File: config.mk
export PLATFORM = sky130hd
export DESIGN_NAME = cmag_gate
export DESIGN_NICKNAME = d
export VERILOG_FILES = /design/src/logic/cmag_pkg.sv /design/src/logic/cmag_gate.sv
export SDC_FILE = /design/constraint.sdc
export NUM_CORES = 1
export LEC_CHECK = 0
export BUFFER_PORTS_ARGS = -buffer_cell sky130_fd_sc_hd__clkbuf_2
export CAP_MARGIN = 20
export CORE_ASPECT_RATIO = 0.9
export CORE_MARGIN = 3
export CORE_UTILIZATION = 46
export CTS_CLUSTER_SIZE = 24
export DETAILED_ROUTE_END_ITERATION = 6
export PLACE_DENSITY_LB_ADDON = 0.1
export SLEW_MARGIN = 20
export SYNTH_ARGS = -nofsm -noshare
export SYNTH_HDL_FRONTEND = slang
export SYNTH_SLANG_ARGS = --single-unit
File: constraint.sdc
create_clock -name clock_i -period 2.1 [get_ports clock_i]
set_input_delay 0.21 -clock clock_i [delete_from_list [all_inputs] [get_ports clock_i]]
set_output_delay 0.21 -clock clock_i [all_outputs]
set_load 0.02 [all_outputs]
File: src/logic/cmag_pkg.sv
// Purpose: Shared constants and types for the control mode access gate
// Assumes: One clock, decoded serial messages arrive as one-cycle strobes
// Notes: Mode codes and register offsets are local choices
package cmag_pkg;

  // Control mode, one-hot
  typedef enum logic [2:0] {
    CMAG_REMOTE = 3'h1,
    CMAG_LOCAL  = 3'h2,
    CMAG_MAINT  = 3'h4
  } cmag_mode_e;

  // Mode codes carried in the query reply
  localparam logic [7:0] CMAG_CODE_REMOTE = 8'h00;
  localparam logic [7:0] CMAG_CODE_LOCAL = 8'h01;
  localparam logic [7:0] CMAG_CODE_MAINT = 8'h02;

  // Serial message codes
  localparam logic [7:0] CMAG_MSG_MODE_QUERY = 8'h20;
  localparam logic [15:0] CMAG_MSG_OPT_QUERY = 16'h165A;

  // Register offsets
  localparam logic [3:0] CMAG_REG_CTRL = 4'h0;
  localparam logic [3:0] CMAG_REG_STAT = 4'h1;
  localparam logic [3:0] CMAG_REG_IRQ = 4'h2;
  localparam logic [3:0] CMAG_REG_MASK = 4'h3;
  localparam logic [3:0] CMAG_REG_PIOSEL = 4'h4;

  // Control register bits
  localparam int CMAG_CTL_RDL = 0;
  localparam int CMAG_CTL_PWEN = 1;
  localparam int CMAG_CTL_PWSET = 2;
  localparam int CMAG_CTL_FI_EN = 3;
  localparam int CMAG_CTL_INH_EN = 4;
  localparam int CMAG_CTL_W = 5;

  // Interrupt event bits
  localparam int CMAG_EV_MODE = 0;
  localparam int CMAG_EV_REJ = 1;
  localparam int CMAG_EV_MUTE = 2;
  localparam int CMAG_EV_W = 3;

  localparam int CMAG_PIO_W = 4;

  // Panel request bundle
  typedef struct packed {
    logic key_inc;
    logic key_dec;
    logic sel_maint;
    logic change;
    logic pw_ok;
    logic pw_relock;
  } cmag_panel_s;

  // Reply to serial queries
  typedef struct packed {
    logic valid;
    logic [15:0] msg;
    logic [7:0] data;
  } cmag_reply_s;

  // Whole module state
  typedef struct packed {
    cmag_mode_e mode;
    logic lockout;
    logic unlocked;
    logic inh_latch;
    logic [CMAG_CTL_W-1:0] ctrl;
    logic [CMAG_PIO_W-1:0] piosel;
    logic [CMAG_EV_W-1:0] irq;
    logic [CMAG_EV_W-1:0] mask;
    logic [31:0] rdata;
    cmag_reply_s reply;
    logic ser_ok;
    logic pio_ok;
    logic pan_ok;
    logic mute;
    logic [CMAG_PIO_W-1:0] pio_out;
    logic pio_flt;
    logic pio_rpt;
    logic [1:0] inh_sync;
    logic [1:0] fin_sync;
  } cmag_state_s;

endpackage

File: src/logic/cmag_gate.sv
// Purpose: Control mode holder and command access gate for the amplifier
// Assumes: Panel and serial strobes are one cycle, from the clock_i domain
// Notes: Parallel inhibit and fault inputs are pins, synchronised here
//
// The placing of the registers and strobed register access were decided locally.
`timescale 1ns/1ps
module cmag_gate
  import cmag_pkg::*;
#(
  parameter logic [3:0] OPT_UNITS = 4'h0 // Installed options strap
) (
  input wire logic clock_i,             // System clock
  input wire logic sys_rst_i,           // Async reset, active high
  input wire logic [3:0] addr_i,        // Register address
  input wire logic [31:0] wdata_i,      // Register write data
  input wire logic wr_i,                // Write strobe
  input wire logic rd_i,                // Read strobe
  output logic [31:0] rdata_o,          // Read data, next cycle
  output logic irq_o,                   // Level interrupt
  input wire logic panel_present_i,     // Panel attached
  input wire cmag_panel_s panel_i,      // Panel request strobes
  input wire logic ser_cmd_i,           // Serial control command strobe
  input wire logic ser_lockout_i,       // Serial set local lockout
  input wire logic ser_unlock_i,        // Serial remove local lockout
  input wire logic ser_query_i,         // Serial query strobe
  input wire logic [15:0] ser_msg_i,    // Query message code
  input wire logic pio_cmd_i,           // Parallel control command strobe
  input wire logic pio_inhibit_i,       // Parallel inhibit pin
  input wire logic pio_fault_in_i,      // Parallel fault pin
  input wire logic thermal_i,           // Thermal shutdown fault
  input wire logic overcur_i,           // Overcurrent shutdown fault
  input wire logic fault_any_i,         // Any fault present
  input wire logic mute_clear_i,        // Panel request to unmute
  output cmag_reply_s reply_o,          // Serial query answer
  output logic ser_cmd_ok_o,            // Serial command accepted
  output logic pio_cmd_ok_o,            // Parallel command accepted
  output logic panel_ok_o,              // Panel change accepted
  output logic mute_o,                  // Amplifier output off
  output logic pio_fault_o,             // Fault request from parallel pin
  output logic pio_fault_rpt_o,         // Fault shown on parallel outputs
  output logic [CMAG_PIO_W-1:0] pio_out_o, // Parallel status outputs
  output cmag_mode_e mode_o             // Current control mode
);

  cmag_state_s q_ff;
  cmag_state_s nxt_q;

  // Encode mode for the reply
  function automatic logic [7:0] mode_code(input cmag_mode_e m);
    unique case (m)
      CMAG_REMOTE: mode_code = CMAG_CODE_REMOTE;
      CMAG_LOCAL: mode_code = CMAG_CODE_LOCAL;
      CMAG_MAINT: mode_code = CMAG_CODE_MAINT;
      default: mode_code = CMAG_CODE_REMOTE;
    endcase
  endfunction

  logic inh_s;
  logic fin_s;
  logic pan_block;
  logic pan_req;
  logic pan_change;
  logic mode_chg;
  logic pw_active;
  logic mute_set;
  logic [CMAG_EV_W-1:0] ev;

  // Next state
  always_comb begin
    nxt_q = q_ff;
    inh_s = q_ff.inh_sync[1];
    fin_s = q_ff.fin_sync[1];
    nxt_q.inh_sync = {q_ff.inh_sync[0], pio_inhibit_i};
    nxt_q.fin_sync = {q_ff.fin_sync[0], pio_fault_in_i};
    // Password gate is live when password enabled, or when lockout is on with a password set
    pw_active = q_ff.ctrl[CMAG_CTL_PWEN] |
                (q_ff.lockout & q_ff.ctrl[CMAG_CTL_PWSET]);
    // Panel blocked under lockout or password enable unless unlocked by password
    pan_block = ((q_ff.lockout | q_ff.ctrl[CMAG_CTL_PWEN]) &
                 ~(pw_active & q_ff.unlocked));
    pan_req = panel_i.key_inc | panel_i.key_dec | panel_i.sel_maint;
    // Remote-disables-local still allows the mode itself to move
    pan_change = panel_i.change & panel_present_i & ~pan_block &
                 ~(q_ff.mode == CMAG_REMOTE & q_ff.ctrl[CMAG_CTL_RDL]);
    mode_chg = 1'b0;
    // Mode transitions only from the panel
    if (!panel_present_i) begin
      nxt_q.mode = CMAG_REMOTE;
      mode_chg = (q_ff.mode != CMAG_REMOTE);
    end else if (pan_req && !pan_block) begin
      if (panel_i.sel_maint) begin
        nxt_q.mode = CMAG_MAINT;
      end else if (q_ff.mode == CMAG_REMOTE) begin
        nxt_q.mode = CMAG_LOCAL;
      end else begin
        nxt_q.mode = CMAG_REMOTE;
      end
      mode_chg = (nxt_q.mode != q_ff.mode);
    end
    // Lockout only taken in remote mode
    if (ser_unlock_i) begin
      nxt_q.lockout = 1'b0;
    end else if (ser_lockout_i && q_ff.mode == CMAG_REMOTE) begin
      nxt_q.lockout = 1'b1;
    end
    if (panel_i.pw_ok && q_ff.ctrl[CMAG_CTL_PWSET]) begin
      nxt_q.unlocked = 1'b1;
    end else if (panel_i.pw_relock) begin
      nxt_q.unlocked = 1'b0;
    end
    // Access grants
    nxt_q.ser_ok = ser_cmd_i & (q_ff.mode == CMAG_REMOTE);
    nxt_q.pio_ok = pio_cmd_i & (q_ff.mode == CMAG_REMOTE);
    nxt_q.pan_ok = pan_change;
    // Fault input acts in every mode
    nxt_q.pio_flt = fin_s & q_ff.ctrl[CMAG_CTL_FI_EN];
    // Mute handling
    mute_set = 1'b0;
    if (q_ff.ctrl[CMAG_CTL_INH_EN] && inh_s) begin
      mute_set = 1'b1;
      if (q_ff.mode == CMAG_MAINT) begin
        nxt_q.inh_latch = 1'b1;
      end
    end
    if (q_ff.mode == CMAG_MAINT && (thermal_i || overcur_i)) begin
      mute_set = 1'b1;
    end
    if (mute_clear_i && pan_change && !mute_set) begin
      nxt_q.inh_latch = 1'b0;
    end
    nxt_q.mute = mute_set | nxt_q.inh_latch;
    // Parallel status outputs per selection bit
    for (int i = 0; i < CMAG_PIO_W; i++) begin
      nxt_q.pio_out[i] = q_ff.piosel[i] ? (q_ff.mode == CMAG_MAINT) :
                         (q_ff.mode == CMAG_LOCAL);
    end
    // Hide faults on parallel outputs in maintenance; uses the next mode
    // so the flop never shows a fault in the first maintenance cycle
    nxt_q.pio_rpt = fault_any_i & (nxt_q.mode != CMAG_MAINT);
    // Reply message and data hold between answers; valid drops after one cycle
    nxt_q.reply.valid = 1'b0;
    nxt_q.reply.msg = q_ff.reply.msg;
    nxt_q.reply.data = q_ff.reply.data;
    // Queries answered in any mode, never alter state
    if (ser_query_i) begin
      if (ser_msg_i == {8'h00, CMAG_MSG_MODE_QUERY}) begin
        nxt_q.reply.valid = 1'b1;
        nxt_q.reply.msg = ser_msg_i;
        nxt_q.reply.data = mode_code(q_ff.mode);
      end else if (ser_msg_i == CMAG_MSG_OPT_QUERY) begin
        nxt_q.reply.valid = 1'b1;
        nxt_q.reply.msg = ser_msg_i;
        nxt_q.reply.data = {4'h0, OPT_UNITS};
      end
    end
    // Events; set wins over read clear
    ev = '0;
    ev[CMAG_EV_MODE] = mode_chg;
    ev[CMAG_EV_REJ] = (panel_i.change | pan_req) & pan_block;
    ev[CMAG_EV_MUTE] = mute_set & ~q_ff.mute;
    if (rd_i && addr_i == CMAG_REG_IRQ) begin
      nxt_q.irq = ev;
    end else begin
      nxt_q.irq = q_ff.irq | ev;
    end
    // Register writes
    if (wr_i) begin
      unique case (addr_i)
        CMAG_REG_CTRL: nxt_q.ctrl = wdata_i[CMAG_CTL_W-1:0];
        CMAG_REG_MASK: nxt_q.mask = wdata_i[CMAG_EV_W-1:0];
        CMAG_REG_PIOSEL: nxt_q.piosel = wdata_i[CMAG_PIO_W-1:0];
        default: ;
      endcase
    end
    // Register reads, unmapped reads as zero
    nxt_q.rdata = '0;
    if (rd_i) begin
      unique case (addr_i)
        CMAG_REG_CTRL: nxt_q.rdata = {{(32-CMAG_CTL_W){1'b0}}, q_ff.ctrl};
        CMAG_REG_STAT: nxt_q.rdata = {24'h0, q_ff.lockout, q_ff.unlocked,
                                      q_ff.inh_latch, q_ff.mute,
                                      q_ff.mode, panel_present_i};
        CMAG_REG_IRQ: nxt_q.rdata = {{(32-CMAG_EV_W){1'b0}}, q_ff.irq};
        CMAG_REG_MASK: nxt_q.rdata = {{(32-CMAG_EV_W){1'b0}}, q_ff.mask};
        CMAG_REG_PIOSEL: nxt_q.rdata = {{(32-CMAG_PIO_W){1'b0}}, q_ff.piosel};
        default: nxt_q.rdata = '0;
      endcase
    end
  end

  // State register
  always_ff @(posedge clock_i or posedge sys_rst_i) begin
    if (sys_rst_i) begin
      q_ff <= '{mode: CMAG_REMOTE, default: '0};
    end else begin
      q_ff <= nxt_q;
    end
  end

  // Outputs
  assign rdata_o = q_ff.rdata;
  assign irq_o = |(q_ff.irq & q_ff.mask);
  assign reply_o = q_ff.reply;
  assign ser_cmd_ok_o = q_ff.ser_ok;
  assign pio_cmd_ok_o = q_ff.pio_ok;
  assign panel_ok_o = q_ff.pan_ok;
  assign mute_o = q_ff.mute;
  assign pio_fault_o = q_ff.pio_flt;
  // Service request lives outside this block and stays unaffected
  assign pio_fault_rpt_o = q_ff.pio_rpt;
  assign pio_out_o = q_ff.pio_out;
  assign mode_o = q_ff.mode;

  // Remote commands never pass outside remote mode
  property p_ser_gate;
    @(posedge clock_i) disable iff (sys_rst_i)
      ser_cmd_i && q_ff.mode != CMAG_REMOTE |=> !ser_cmd_ok_o;
  endproperty
  a_ser_gate: assert property (p_ser_gate) else $error("serial passed");

  property p_pio_gate;
    @(posedge clock_i) disable iff (sys_rst_i)
      pio_cmd_i && q_ff.mode == CMAG_REMOTE |=> pio_cmd_ok_o;
  endproperty
  a_pio_gate: assert property (p_pio_gate) else $error("pio dropped");

  property p_no_panel;
    @(posedge clock_i) disable iff (sys_rst_i)
      !panel_present_i |=> mode_o == CMAG_REMOTE;
  endproperty
  a_no_panel: assert property (p_no_panel) else $error("no panel");

  property p_mode_src;
    @(posedge clock_i) disable iff (sys_rst_i)
      !pan_req && panel_present_i |=> $stable(mode_o);
  endproperty
  a_mode_src: assert property (p_mode_src) else $error("mode moved");

  property p_key_toggle;
    @(posedge clock_i) disable iff (sys_rst_i)
      panel_i.key_inc && !panel_i.sel_maint && !pan_block &&
      panel_present_i |=> mode_o != CMAG_MAINT;
  endproperty
  a_key_toggle: assert property (p_key_toggle) else $error("key mnt");

  property p_maint_mute;
    @(posedge clock_i) disable iff (sys_rst_i)
      q_ff.mode == CMAG_MAINT && thermal_i |=> mute_o;
  endproperty
  a_maint_mute: assert property (p_maint_mute) else $error("no mute");

  property p_inh_hold;
    @(posedge clock_i) disable iff (sys_rst_i)
      q_ff.inh_latch && !mute_clear_i |=> mute_o;
  endproperty
  a_inh_hold: assert property (p_inh_hold) else $error("inhibit lost");

  property p_mode_reply;
    @(posedge clock_i) disable iff (sys_rst_i)
      ser_query_i && ser_msg_i == {8'h00, CMAG_MSG_MODE_QUERY} |=>
        reply_o.valid && reply_o.data == mode_code($past(q_ff.mode));
  endproperty
  a_mode_reply: assert property (p_mode_reply) else $error("reply");

  property p_lock;
    @(posedge clock_i) disable iff (sys_rst_i)
      q_ff.lockout && !q_ff.unlocked && panel_i.change |=> !panel_ok_o;
  endproperty
  a_lock: assert property (p_lock) else $error("lockout bypassed");

  property p_maint_rpt;
    @(posedge clock_i) disable iff (sys_rst_i)
      q_ff.mode == CMAG_MAINT |-> !pio_fault_rpt_o;
  endproperty
  a_maint_rpt: assert property (p_maint_rpt) else $error("fault out");

  // Serial commands pass in remote mode
  property p_ser_pass;
    @(posedge clock_i) disable iff (sys_rst_i)
      ser_cmd_i && q_ff.mode == CMAG_REMOTE |=> ser_cmd_ok_o;
  endproperty
  a_ser_pass: assert property (p_ser_pass) else $error("serial lost");

  property p_pio_block;
    @(posedge clock_i) disable iff (sys_rst_i)
      pio_cmd_i && q_ff.mode != CMAG_REMOTE |=> !pio_cmd_ok_o;
  endproperty
  a_pio_block: assert property (p_pio_block) else $error("pio pass");

  // Remote-disables-local stops panel changes in remote mode
  property p_rdl_block;
    @(posedge clock_i) disable iff (sys_rst_i)
      panel_i.change && q_ff.mode == CMAG_REMOTE &&
      q_ff.ctrl[CMAG_CTL_RDL] |=> !panel_ok_o;
  endproperty
  a_rdl_block: assert property (p_rdl_block) else $error("rdl pass");

  property p_pw_block;
    @(posedge clock_i) disable iff (sys_rst_i)
      q_ff.ctrl[CMAG_CTL_PWEN] && !q_ff.unlocked && panel_i.change |=>
        !panel_ok_o;
  endproperty
  a_pw_block: assert property (p_pw_block) else $error("pw pass");

  // Pin paths act whatever the mode
  property p_fault_in;
    @(posedge clock_i) disable iff (sys_rst_i)
      q_ff.fin_sync[1] && q_ff.ctrl[CMAG_CTL_FI_EN] |=> pio_fault_o;
  endproperty
  a_fault_in: assert property (p_fault_in) else $error("no fault");

  property p_inh_mute;
    @(posedge clock_i) disable iff (sys_rst_i)
      q_ff.inh_sync[1] && q_ff.ctrl[CMAG_CTL_INH_EN] |=> mute_o;
  endproperty
  a_inh_mute: assert property (p_inh_mute) else $error("inh no mute");

  property p_maint_ovc;
    @(posedge clock_i) disable iff (sys_rst_i)
      q_ff.mode == CMAG_MAINT && overcur_i |=> mute_o;
  endproperty
  a_maint_ovc: assert property (p_maint_ovc) else $error("no mute");

  // Options reply carries the strap
  property p_opt_reply;
    @(posedge clock_i) disable iff (sys_rst_i)
      ser_query_i && ser_msg_i == CMAG_MSG_OPT_QUERY |=>
        reply_o.valid && reply_o.data == {4'h0, OPT_UNITS};
  endproperty
  a_opt_reply: assert property (p_opt_reply) else $error("bad opt");

  property p_rep_idle;
    @(posedge clock_i) disable iff (sys_rst_i)
      !ser_query_i |=> !reply_o.valid;
  endproperty
  a_rep_idle: assert property (p_rep_idle) else $error("stray rep");

  // Status outputs against the selection, per mode
  property p_rem_pio;
    @(posedge clock_i) disable iff (sys_rst_i)
      q_ff.mode == CMAG_REMOTE |=> pio_out_o == '0;
  endproperty
  a_rem_pio: assert property (p_rem_pio) else $error("rem status");

  property p_loc_pio;
    @(posedge clock_i) disable iff (sys_rst_i)
      q_ff.mode == CMAG_LOCAL |=> pio_out_o == ~$past(q_ff.piosel);
  endproperty
  a_loc_pio: assert property (p_loc_pio) else $error("loc status");

  property p_mnt_pio;
    @(posedge clock_i) disable iff (sys_rst_i)
      q_ff.mode == CMAG_MAINT |=> pio_out_o == $past(q_ff.piosel);
  endproperty
  a_mnt_pio: assert property (p_mnt_pio) else $error("mnt status");

  property p_unlock;
    @(posedge clock_i) disable iff (sys_rst_i)
      ser_unlock_i |=> !q_ff.lockout;
  endproperty
  a_unlock: assert property (p_unlock) else $error("lock stuck");

  // Read data only in the cycle after a read strobe
  property p_rd_idle;
    @(posedge clock_i) disable iff (sys_rst_i)
      !rd_i |=> rdata_o == '0;
  endproperty
  a_rd_idle: assert property (p_rd_idle) else $error("rdata set");

  // Every mode move leaves its event bit behind
  property p_mode_evt;
    @(posedge clock_i) disable iff (sys_rst_i)
      $changed(mode_o) |-> q_ff.irq[CMAG_EV_MODE];
  endproperty
  a_mode_evt: assert property (p_mode_evt) else $error("no mode event");

endmodule

==> flow_summary_export.csv <==
group,metric,value,unit
synth,synth-warning-count,0,
place,dpl_worst_slack,0.204,ns
synth,synth_adder_area_share,0,%
pwr,seqPwrFrac,46.1,%
synth,synthTopCellsByArea,"dfrtp_1 (51%), buf_4 (16%), mux2_2 (7.8%)",
floorplanning,die_h,82.8,µm
pwr,p_switching,865,µW
grt,grt_pass1_vias,1815,
worst_setup_path,required,1.89,ns
flow_run,max-cap-violations,0,
synth,synth_compound_area_share,5.86,%
synth,ys_seq_elements,62,
timing,tns,0,ns
synth,ys_seq_area_share,51.5,%
grt,grt_overflow_total,0,
clocking,numCtsBuffers,9,
synth,synth-xor-area-share,0,%
synth,synth_top_family_by_area,"buffers and inverters",
pwr,p_leak,0.00178,µW
routing,ant_nets,0,
timing,slew_headroom,61.3,%
routing,viasPerCell,4.57,
worst_setup_path,cp.arrival,1.35,ns
routing,drcViolationCount,0,
grt,grt_start_max_net_pins,63,
synth,netlist.area_leader.share,50.7,%
worst_hold_path,min_path_type,"primary input to register",
clocking,post_cts_resized,0,
grt,antenna_found_initial,0,
clocking,cts_sinks,62,
synth,synthFlopType,"dfrtp_1",
floorplanning,ios,145,
clocking,cts.clk_slew.worst_paths,0.07,ns
timing,tightest_slew,0.580,ns
timing,fin_skew,0.00306,ns
pwr,sw_frac_of_total,28.1,%
timing,setup_viol,0,
timing,report.final.slew_viol_count,0,
finish,diodes,0,
synth,avgSynthCellArea,11.3,µm²
place,portBuffers,87,
floorplanning,die_w,91.3,µm
clocking,htree_levels,3,
floorplanning,dieArea,7560,µm²
routing,routedWlPerCell,12.9,µm
synth,synth-simple-area-share,12.9,%
finish,areaGrowthSynthToFinish,13.7,%
pwr,irDropWorstVdd,0.000429,V
routing,routed_wl,5.45,mm
finish,nNetsFinal,404,
clocking,cts-root-buf,"clkbuf_8",
timing,period_needed,1.56,ns
pwr,total_power,3080,µW
pwr,p_int,2210,µW
synth,synth_area,3010,µm²
worst_setup_path,crit_type,"register to output pin",
synth,muxShareOfSynthArea,11.4,%
synth,synth-edff-count,0,
pwr,combPwrFrac,17.2,%
timing,post-route-worst-setup-slack,0.538,ns
synth,synth_cells,267,
finish,drive_gt1_share,39.7,%
clocking,clockBufferDepth,2,
timing,hold_viol,0,
routing,drt-pass1-iter-count,4,
grt,grt_pass1_wl,8.84,mm
worst_setup_path,crit_path_start_kind,"register",
pwr,powerDensity,898,nW/µm²
routing,vias,1929,
timing,rsz0062_at_grt,"no",
worst_setup_path,setup.worst_path.end_class,"output pin",
floorplanning,core,6220,µm²
worst_setup_path,crit_path_max_fanout,3,
synth,synth_cell_types,37,
clocking,clkLatencyLatePin,0.33,ns
timing,fin_crit_sh,74.4,%
floorplanning,start_util,48.5,%
pwr,p_clk_share,36.8,%
routing,drtIter0Drc,51,
place,gp_congestion,0.742,
clocking,tritoncts,"built",
grt,grtUsageTotal,15.5,%
status,status,"finished, final reports clean",
floorplanning,row_count,27,
place,dp_hpwl,3.96,mm
synth,synthArstFlopShare,100,%
timing,fmax,640,MHz
synth,synth_top_cell_by_area,"dfrtp_1",
[cells by family (layout without fill, tap and decap cells)]
| family | count (synthesis) | count (layout) |
|---|---|---|
| other | 1 | 30 |
| muxes | 28 | 28 |
| buffers and inverters | 77 | 116 |
| and+or+nand+nor | 72 | 72 |
| AOI/OAI and AO/OA | 27 | 27 |
| DFF | 62 | 62 |
[placed cells by master, fill, tap and decap left out, types with 2 or more instances in the layout]
cell type,netlist,final
a21boi_0,2,2
a21o_1,2,2
a21oi_1,10,10
a22o_1,2,2
a31oi_1,3,3
and2_1,11,11
buf_4,65,3
bufinv_16,0,2
clkbuf_2,0,87
clkbuf_8,0,9
clkinv_2,0,2
conb_1,1,30
dfrtp_1,61,61
dlygate4sd3_1,0,3
inv_1,6,5
mux2_2,21,21
mux2i_1,4,4
mux4_2,3,3
nand2_1,12,12
nand2b_1,7,7
nand3_1,4,4
nand4b_1,4,4
nor2_1,18,18
nor2b_1,2,2
nor3_1,4,4
nor3b_1,2,2
nor4_1,2,2
o21ai_0,3,3
[layer usage]
metal | vias up | part of all wire [%] | GRT usage [%]
li1 | 939 | - | -
met1 | 895 | 47 | 20.8
met2 | 86 | 44 | 23.0
met3 | 9 | 6.6 | 4.06
met4 | 0 | 2.3 | 9.19
met5 | - | 0 | 0
[worst paths after layout]
path	start	endpoint	slack, ns	depth (start not counted)
setup / recovery	q_ff[76]	irq_o	0.54	3
hold reg to reg	nxt_q[1]	fin_s	0.35	0
min in group asynchronous	sys_rst_i	reply_o[16]	0.46	4
max in group asynchronous	sys_rst_i	mode_o[0]	1.31	4
setup reg to reg	mode_o[0]	q_ff[74]	0.57	5
hold / removal	ser_unlock_i	q_ff[88]	0.02	2
[power groups by stage]
| stage | Clock, µW | Sequential (µW) | Combinational [µW] |
|---|---|---|---|
| finish | 1130 | 1420 | 528 |
| global placement | 0 | 1440 | 522 |
| CTS | 1160 | 1420 | 534 |
| global route | 1220 | 1440 | 591 |
| detailed placement | 0 | 1440 | 528 |
| floorplan | 0 | 1420 | 414 |
[worst max-delay path: stages (launching register included)]
cell and delay (ns):
dfrtp_1 0.41, a222oi_1 0.37, inv_1 0.08, clkbuf_2 0.16
[registers in the layout (all words and copies together) (netlist names)]
register         flops
mode_o               3
pio_cmd_ok_o         1
inh_s                1
fin_s                1
pio_out_o            4
pio_fault_o          1
nxt_q                2
pio_fault_rpt_o      1
ser_cmd_ok_o         1
panel_ok_o           1
mute_o               1
reply_o             19
q_ff                18
rdata_o              8
[synth_stat cells, types with 6 or more instances]
cell type  instances
a21oi_1           10
nand2_1           12
and2_1            11
buf_4             65
inv_1              6
nand2b_1           7
nor2_1            18
mux2_2            21
dfrtp_1           61
[layout make-up]
type	instances	area, µm²
clock buffers	10	128
clock inverters	6	86.3
fillers	580	2790
repair buffers	94	508
multi-input cells	157	1020
flip-flops and latches	62	1550
inverters	6	22.5
well taps	87	109
[per-stage QoR]
step / std cells / area (µm²) / hold slack (ns) / utilization [%]
5_1_grt: 422 / 3430 / 0.0135 / 55.1
6_report: 422 / 3430 / 0.0220 / 55.1
3_5_place_dp: 403 / 3180 / 0.284 / 51.2
4_1_cts: 422 / 3430 / 0.00334 / 55.1
2_1_floorplan: 296 / 3120 / 0.241 / -
3_3_place_gp: 403 / 3180 / 0.283 / 51.2
[what timing repair did]
action,in CTS,in global routing
hold buffers,3,0
buffers inserted,0,0
endpoints found under the setup margin,0,0
hold endpoints to repair,63,0
Note: power is estimated with default switching activity, not from simulation.
